==> config.mk <==
export PLATFORM = sky130hd
export DESIGN_NAME = sdram_extended_mode_config
export DESIGN_NICKNAME = d
export VERILOG_FILES = /design/src/common/emr_pkg.sv /design/src/sdram_extended_mode_config.sv
export VERILOG_INCLUDE_DIRS = /design/src /design/src/common
export SDC_FILE = /design/constraint.sdc
export NUM_CORES = 1
export LEC_CHECK = 0
export BUFFER_PORTS_ARGS = -buffer_cell sky130_fd_sc_hd__buf_2
export CAP_MARGIN = 20
export CELL_PAD_IN_SITES_DETAIL_PLACEMENT = 0
export CELL_PAD_IN_SITES_GLOBAL_PLACEMENT = 1
export CORE_UTILIZATION = 44
export DETAILED_ROUTE_END_ITERATION = 8
export GPL_TIMING_DRIVEN = 0
export PLACE_DENSITY_LB_ADDON = 0.1
export REMOVE_ABC_BUFFERS = 1
export SETUP_SLACK_MARGIN = 0.4
export SLEW_MARGIN = 20
export SYNTH_ARGS = -nofsm -noshare
export SYNTH_HDL_FRONTEND = slang
export SYNTH_SLANG_ARGS = --single-unit
==> constraint.sdc <==
create_clock -name i_ref_clk -period 5.3 [get_ports i_ref_clk]
set_input_delay 1.06 -clock i_ref_clk [delete_from_list [all_inputs] [get_ports i_ref_clk]]
set_output_delay 1.06 -clock i_ref_clk [all_outputs]
set_load 0.03 [all_outputs]
==> src/common/emr_cfg.svh <==
`ifndef EMR_CFG_SVH
`define EMR_CFG_SVH

// opcode bit positions of the extended register
`define EMR_DLL_BIT        0
`define EMR_DRIVE_BIT      1
`define EMR_RTT_LO_BIT     2
`define EMR_AL_LSB         3
`define EMR_AL_MSB         5
`define EMR_RTT_HI_BIT     6
`define EMR_DQSN_DIS_BIT   10
`define EMR_RDQS_EN_BIT    11
`define EMR_OUT_DIS_BIT    12

// widths
`define EMR_OPCODE_W       13
`define EMR_LAT_W          4

// register select values carried on the bank address
`define EMR_SEL_BASE       2'h0
`define EMR_SEL_EXT        2'h1
`define EMR_SEL_SECOND     2'h2
`define EMR_SEL_THIRD      2'h3

// reset values
`define EMR_EXT_RESET      13'h0000
`define EMR_SECOND_RESET   13'h0000
`define EMR_DLL_EN_RESET   1'b1

// termination select codes {high, low}
`define EMR_RTT_OFF        2'h0
`define EMR_RTT_75         2'h1
`define EMR_RTT_150        2'h2

// largest legal additive latency
`define EMR_AL_MAX         3'h4
`define EMR_AL_ZERO        3'h0

// write latency is read latency less this
`define EMR_WL_OFFSET      4'h1
`define EMR_LAT_ZERO       4'h0

`endif

==> src/common/emr_pkg.sv <==
package emr_pkg;

   // power state seen from the command pins
   typedef enum logic [1:0] {
      pwr_active,
      pwr_power_down,
      pwr_self_refresh
   } power_state_e;

   // command pins sampled on the rising clock edge
   typedef struct packed {
      logic        cke;
      logic        cs_n;
      logic        ras_n;
      logic        cas_n;
      logic        we_n;
      logic [1:0]  ba;
      logic [12:0] addr;
   } cmd_pins_s;

   // strobe and data enables produced by the read path
   typedef struct packed {
      logic dq_oe;
      logic dqs;
      logic dqs_oe;
      logic reading;
   } read_path_s;

   // gated pad controls
   typedef struct packed {
      logic dq_oe;
      logic dqs_oe;
      logic dqs_n;
      logic dqs_n_oe;
      logic rdqs;
      logic rdqs_oe;
      logic rdqs_n;
      logic rdqs_n_oe;
   } pad_ctrl_s;

endpackage

==> src/sdram_extended_mode_config.sv <==
`timescale 1ns/10ps
`include "emr_cfg.svh"
// What this block does
// - DLL enable follows loaded DLL control bit
// - self refresh disables DLL, exit re-enables, resets
// - drive strength bit selects full or reduced
// - complement disable bit kills DQS# pin
// - RDQS# only with RDQS on, DQS# on
// - x8 RDQS copies DQS on reads only
// - output disable bit turns off data outputs
// - termination bits select 75 or 150 ohm
// - ODT pin switches termination in allowed states
// - ODT pin ignored during self refresh
// - additive latency field selects zero to four
// - column commands delayed by additive latency
// - read latency equals additive plus CAS
// - write latency is read latency minus one
// - second extended register stored, all reserved
// - bank address selects target register
// - load decoded from all-low strobes, CKE high
module sdram_extended_mode_config
   import emr_pkg::*;
#(
   parameter bit          IS_X8      = 1'b1,
   parameter int unsigned HIST_DEPTH = 16
) (
   // clock and reset
   input  wire logic                     i_ref_clk,
   input  wire logic                     i_arst_n,
   // command bus
   input  wire cmd_pins_s                i_cmd,
   input  wire logic [2:0]               i_cas_latency,
   input  wire logic                     i_odt,
   // read path strobes before gating
   input  wire read_path_s               i_rd,
   // configuration and derived controls
   output logic                          o_dll_enable,
   output logic                          o_dll_reset,
   output logic                          o_drive_reduced,
   output logic [1:0]                    o_rtt_sel,
   output logic                          o_rtt_on,
   output logic [2:0]                    o_additive_latency,
   output logic [`EMR_LAT_W-1:0]         o_read_latency,
   output logic [`EMR_LAT_W-1:0]         o_write_latency,
   output logic [`EMR_OPCODE_W-1:0]      o_second_ext,
   output power_state_e                  o_power_state,
   // internally issued column commands and data timing
   output logic                          o_int_read,
   output logic                          o_int_write,
   output logic                          o_read_data_due,
   output logic                          o_write_data_due,
   // gated pad controls
   output pad_ctrl_s                     o_pad
);

   typedef struct packed {
      logic [`EMR_OPCODE_W-1:0] ext;
      logic [`EMR_OPCODE_W-1:0] second;
      logic                     cke_prev;
      power_state_e             pwr;
      logic                     dll_reset;
      logic                     dll_en;
      logic [1:0]               rtt_sel;
      logic                     rtt_on;
      logic [HIST_DEPTH-1:0]    rd_hist;
      logic [HIST_DEPTH-1:0]    wr_hist;
      logic                     int_read;
      logic                     int_write;
      logic                     rd_due;
      logic                     wr_due;
      logic [`EMR_LAT_W-1:0]    rl;
      logic [`EMR_LAT_W-1:0]    wl;
      pad_ctrl_s                pad;
   } state_s;

   state_s s_q;
   state_s s_d;

   // command decode, valid only with CKE high on both edges
   logic cmd_valid;
   logic is_load;
   logic is_read;
   logic is_write;
   logic is_sr_entry;
   logic cke_fall;
   logic cke_rise;

   assign cmd_valid   = s_q.cke_prev & i_cmd.cke & ~i_cmd.cs_n;
   assign is_load     = cmd_valid & ~i_cmd.ras_n & ~i_cmd.cas_n
                        & ~i_cmd.we_n;
   assign is_read     = cmd_valid & i_cmd.ras_n & ~i_cmd.cas_n
                        & i_cmd.we_n;
   assign is_write    = cmd_valid & i_cmd.ras_n & ~i_cmd.cas_n
                        & ~i_cmd.we_n;
   assign cke_fall    = s_q.cke_prev & ~i_cmd.cke;
   assign cke_rise    = ~s_q.cke_prev & i_cmd.cke;
   assign is_sr_entry = cke_fall & ~i_cmd.cs_n & ~i_cmd.ras_n
                        & ~i_cmd.cas_n & i_cmd.we_n;

   // effective fields of the stored extended register
   logic [2:0]            al_eff;
   logic [1:0]            rtt_code;
   logic                  rtt_enabled;
   logic [`EMR_LAT_W-1:0] rl_sum;
   logic [`EMR_LAT_W-1:0] wl_sum;

   // reserved latency codes fall back to zero
   assign al_eff = (s_q.ext[`EMR_AL_MSB:`EMR_AL_LSB] > `EMR_AL_MAX)
                 ? `EMR_AL_ZERO
                 : s_q.ext[`EMR_AL_MSB:`EMR_AL_LSB];
   assign rtt_code    = {s_q.ext[`EMR_RTT_HI_BIT],
                         s_q.ext[`EMR_RTT_LO_BIT]};
   // reserved combination leaves termination off
   assign rtt_enabled = (rtt_code == `EMR_RTT_75)
                      | (rtt_code == `EMR_RTT_150);
   assign rl_sum = {1'b0, al_eff} + {1'b0, i_cas_latency};
   assign wl_sum = (rl_sum == `EMR_LAT_ZERO) ? `EMR_LAT_ZERO
                 : rl_sum - `EMR_WL_OFFSET;

   // pick a command delayed by n clocks from the history
   function automatic logic tap(input logic                  now,
                                input logic [HIST_DEPTH-1:0] h,
                                input logic [`EMR_LAT_W-1:0] n);
      logic r;
      if (n == `EMR_LAT_ZERO) begin
         r = now;
      end else if (32'(n) > HIST_DEPTH) begin
         r = 1'b0;
      end else begin
         r = h[n - `EMR_WL_OFFSET];
      end
      return r;
   endfunction

   // next state
   always_comb begin
      logic       rd_ok;
      logic       dqsn_on;
      logic       rdqs_on;
      logic       outs_on;
      logic [1:0] nxt_rtt;
      rd_ok         = 1'b0;
      dqsn_on       = 1'b0;
      rdqs_on       = 1'b0;
      outs_on       = 1'b0;
      nxt_rtt       = `EMR_RTT_OFF;
      s_d           = s_q;
      s_d.cke_prev  = i_cmd.cke;
      s_d.dll_reset = 1'b0;

      // mode load into the register the bank address selects
      if (is_load) begin
         case (i_cmd.ba)
            `EMR_SEL_EXT: begin
               s_d.ext = i_cmd.addr;
            end
            `EMR_SEL_SECOND: begin
               s_d.second = i_cmd.addr;
            end
            default: begin
               s_d.ext = s_q.ext;
            end
         endcase
      end

      // power state tracking from CKE and the command pins
      case (s_q.pwr)
         pwr_active: begin
            if (is_sr_entry) begin
               s_d.pwr = pwr_self_refresh;
            end else if (cke_fall) begin
               s_d.pwr = pwr_power_down;
            end
         end
         pwr_power_down: begin
            if (cke_rise) begin
               s_d.pwr = pwr_active;
            end
         end
         pwr_self_refresh: begin
            if (cke_rise) begin
               s_d.pwr       = pwr_active;
               s_d.dll_reset = 1'b1;
            end
         end
         default: begin
            s_d.pwr = pwr_active;
         end
      endcase

      // decoded settings registered from the next state, no extra delay
      s_d.dll_en  = ~s_d.ext[`EMR_DLL_BIT]
                  & (s_d.pwr != pwr_self_refresh);
      nxt_rtt     = {s_d.ext[`EMR_RTT_HI_BIT], s_d.ext[`EMR_RTT_LO_BIT]};
      s_d.rtt_sel = ((nxt_rtt == `EMR_RTT_75) | (nxt_rtt == `EMR_RTT_150))
                  ? nxt_rtt : `EMR_RTT_OFF;

      // termination follows the pin except in self refresh
      s_d.rtt_on = rtt_enabled & i_odt
                 & (s_q.pwr != pwr_self_refresh)
                 & ~is_sr_entry;

      // posted column commands and data timing
      s_d.rd_hist   = {s_q.rd_hist[HIST_DEPTH-2:0], is_read};
      s_d.wr_hist   = {s_q.wr_hist[HIST_DEPTH-2:0], is_write};
      s_d.int_read  = tap(is_read, s_q.rd_hist,
                          {1'b0, al_eff});
      s_d.int_write = tap(is_write, s_q.wr_hist,
                          {1'b0, al_eff});
      s_d.rd_due    = tap(is_read, s_q.rd_hist, rl_sum);
      s_d.wr_due    = tap(is_write, s_q.wr_hist, wl_sum);
      s_d.rl        = rl_sum;
      s_d.wl        = wl_sum;

      // pad gating
      outs_on = ~s_q.ext[`EMR_OUT_DIS_BIT];
      dqsn_on = ~s_q.ext[`EMR_DQSN_DIS_BIT];
      rdqs_on = IS_X8 & s_q.ext[`EMR_RDQS_EN_BIT];
      rd_ok   = rdqs_on & i_rd.reading;
      s_d.pad.dq_oe     = outs_on & i_rd.dq_oe;
      s_d.pad.dqs_oe    = outs_on & i_rd.dqs_oe;
      s_d.pad.dqs_n     = ~i_rd.dqs;
      s_d.pad.dqs_n_oe  = outs_on & dqsn_on & i_rd.dqs_oe;
      s_d.pad.rdqs      = i_rd.dqs;
      s_d.pad.rdqs_oe   = outs_on & rd_ok & i_rd.dqs_oe;
      s_d.pad.rdqs_n    = ~i_rd.dqs;
      s_d.pad.rdqs_n_oe = outs_on & rd_ok & dqsn_on
                          & i_rd.dqs_oe;
   end

   // state register
   always_ff @(posedge i_ref_clk or negedge i_arst_n) begin
      if (!i_arst_n) begin
         s_q        <= '0;
         s_q.ext    <= `EMR_EXT_RESET;
         s_q.second <= `EMR_SECOND_RESET;
         s_q.pwr    <= pwr_active;
         s_q.dll_en <= `EMR_DLL_EN_RESET;
      end else begin
         s_q <= s_d;
      end
   end

   // outputs straight from the state register
   assign o_dll_enable       = s_q.dll_en;
   assign o_dll_reset        = s_q.dll_reset;
   assign o_drive_reduced    = s_q.ext[`EMR_DRIVE_BIT];
   assign o_rtt_sel          = s_q.rtt_sel;
   assign o_rtt_on           = s_q.rtt_on;
   assign o_additive_latency = s_q.ext[`EMR_AL_MSB:`EMR_AL_LSB];
   assign o_read_latency     = s_q.rl;
   assign o_write_latency    = s_q.wl;
   assign o_second_ext       = s_q.second;
   assign o_power_state      = s_q.pwr;
   assign o_int_read         = s_q.int_read;
   assign o_int_write        = s_q.int_write;
   assign o_read_data_due    = s_q.rd_due;
   assign o_write_data_due   = s_q.wr_due;
   assign o_pad              = s_q.pad;

endmodule

==> results.json <==
{
  "outcome": "finished, final reports clean",
  "final_nets": 382,
  "cts_setup_buffers": 0,
  "cp-endpoint": "o_write_data_due",
  "drv_cap": 0,
  "fin_crit_sh_pct": 82.1,
  "finalHoldViolCount": 0,
  "p_leak_nw": 2.19,
  "grt_max_degree": 45,
  "synth.area.mux_share_pct": 19.2,
  "fin_area_um2": 4320,
  "clkTransAtPathRegs_ps": 100,
  "synth-async-reset-ratio_pct": 100,
  "die_area_um2": 9210,
  "hpwl_mm": 5.03,
  "seq_area_frac_synth_pct": 52.9,
  "syn_avg_cell_area_um2": 12.8,
  "rsz0062_at_grt": "no",
  "grt.overflow.total": 0,
  "relSlewSlack_pct": 52.8,
  "synth-xor-area-share_pct": 2.03,
  "grt.total_usage_pct": 17.2,
  "mostFrequentLayoutCell": "dfrtp_1",
  "synth-seq-cells": 82,
  "cpPeakStageDelay_ps": 570,
  "setup_violations": 0,
  "clock_skew_ps": 11.1,
  "grt_pass1_vias": 2375,
  "yosysUniqueCellTypes": 43,
  "die_w_um": 96.0,
  "min_period_ps": 4350,
  "route.antenna.remaining_nets": 0,
  "ys.flop_type": "dfrtp_1",
  "start_util_pct": 46.4,
  "cts-resized-gates": 0,
  "endpoint_kind": "flip-flop",
  "crit_start": "o_additive_latency[2]",
  "power_w": 0.00152,
  "rows": 33,
  "wl_mm": 6.86,
  "crit-reg2reg-capture": "o_write_data_due",
  "drtIter0Drc": 94,
  "yosys_warnings": 0,
  "drive_gt1_share_pct": 42.1,
  "worst-path-buf-inv": 2,
  "rr_startpoint": "o_additive_latency[2]",
  "place_ws_ps": 682,
  "slowest_stage": "fa_1",
  "grt_pass1_wl_mm": 11.7,
  "hp-class": "reg2reg",
  "firstDrtPassIters": 4,
  "cts_root_buf": "clkbuf_8",
  "cts_buffers": 9,
  "worst-setup-path-type": "reg2reg",
  "antenna_cells": 0,
  "dpl-instance-area_um2": 4100,
  "die_y_um": 96.0,
  "post_drt_wl_per_cell_um": 15.1,
  "numPortBuffers": 73,
  "synth_top_family_by_area": "multiplexers",
  "route.vias.total": 2308,
  "final_cell_mix": "81 x dfrtp_1, 72 x buf_2, 33 x mux2_2, 22 x nor2_1, 15 x inv_1",
  "coreArea_um2": 8380,
  "netlist_area_um2": 3880,
  "gp_congestion": 0.839,
  "tritoncts": "yes",
  "crit_chain": "nor2b_4 > ha_1 > inv_1 > fa_1 > ha_1 > nand2_1 > nor2_1 > nor2_1 > inv_1 > ha_1 > mux2_2 > mux2i_1 > a21oi_1 > o211ai_1 > a21oi_1 > o31a_1",
  "r2r_setup_slack_ps": 950,
  "boundaryPins": 74,
  "cp_max_fo": 10,
  "cp.required_ps": 5540,
  "setup-tns-final_ps": 0,
  "netlist_instances": 303,
  "cts_hold_buffers": 0,
  "crit_cells": 16,
  "power.density_nw_per_um2": 351,
  "fmax_ghz": 0.230,
  "routed_via_density": 5.08,
  "synth-edff-count": 0,
  "ff2ff_path_depth": 16,
  "worstMarginPinSlew_ps": 706,
  "synth_simple_gate_area_share_pct": 8.50,
  "cpMostUsedCell": "ha_1",
  "htree_levels": 3,
  "synth_adder_area_share_pct": 2.77,
  "timing.final.ws_setup_ps": 951,
  "irDropWorstVdd_v": 0.000177,
  "ctsLongestPathBuffers": 2,
  "critical_path.startpoint_type": "flip-flop",
  "maxSlewViolCount": 0,
  "clkSinkCount": 82,
  "crit_family": "adder cells",
  "synth_compound_area_share_pct": 5.25,
  "clk_latency_ps": 360,
  "antenna_found_initial": 0,
  "arrival_ps": 4590,
  "area_delta_synth_final_pct": 11.3,
  "drc": 0
}
-- area by class of cell --
cell class                      instances  area, um^2
Clock buffer                            9         124
Clock inverter                          7        92.6
Fill cell                             769        4060
Inverter                               16        60.1
Multi-Input combinational cell        161        1480
Sequential cell                        82        2050
Tap cell                              105         131
Timing Repair Buffer                   74         388
-- how the worst min path moves through the flow --
stage             from       to  slack, ps  cells after the start
2_1_floorplan  s_d[22]  s_d[23]        360                      0
5_1_grt        s_d[49]  s_d[50]        410                      0
3_5_place_dp   s_d[29]  s_d[30]        380                      0
3_3_place_gp   s_d[29]  s_d[30]        380                      0
4_1_cts        s_d[27]  s_d[28]        400                      0
6_report       s_d[29]  s_d[30]        400                      0
-- power breakdown --
part / switching, W / internal (W)
combinational: 0.000217 / 0.000133
clock: 0.000255 / 0.000232
sequential: 0.0000168 / 0.000663
-- synth_stat cells, drive strengths merged (5+ instances only) --
library cell	count	area, um^2
dfrtp	81	2030
buf	40	289
mux2	33	372
nor2	22	82.6
inv	16	60.1
mux4	14	315
a21oi	9	48.8
ha	7	87.6
nand2	7	26.3
nand2b	7	43.8
mux2i	6	60.1
nor2b	6	37.5
o21ai	6	33.8
a211oi	5	42.5
nand3b	5	37.5
-- cell families after synthesis --
kind of cell	count (synthesis)
DFF	82
buffers and inverters	60
and+or+nand+nor	64
xor gates and xnor gates	6
adders and majority gates	8
AOI/OAI and AO/OA	30
muxes	53
-- flip-flops by register name, summed over array words and instances (netlist names), 2 cells and up --
register,cells
s_d,30
o_second_ext,13
o_pad,7
s_q,7
o_read_latency,4
o_write_latency,4
o_additive_latency,3
o_power_state,2
o_rtt_sel,2
rtt_code,2
-- per-layer routing --
metal / wire length [um] / vias to the layer above / global-route usage, % / part of all wire, %
met4: 69 / 0 / 4.10 / 1.0
met3: 434 / 6 / 7.11 / 6.3
li1: - / 1108 / - / -
met2: 3220 / 61 / 26.5 / 47
met5: 0 / - / 0 / 0
met1: 3140 / 1133 / 22.8 / 46
-- metrics by stage --
stage,std cells,util [%],hold WS (ps)
global placement,437,48.6,376
finish,454,51.6,395
CTS,454,51.5,399
floorplan,259,-,364
detailed placement,438,48.9,377
global route,454,51.6,411
Power figures use the tool's default switching activity.
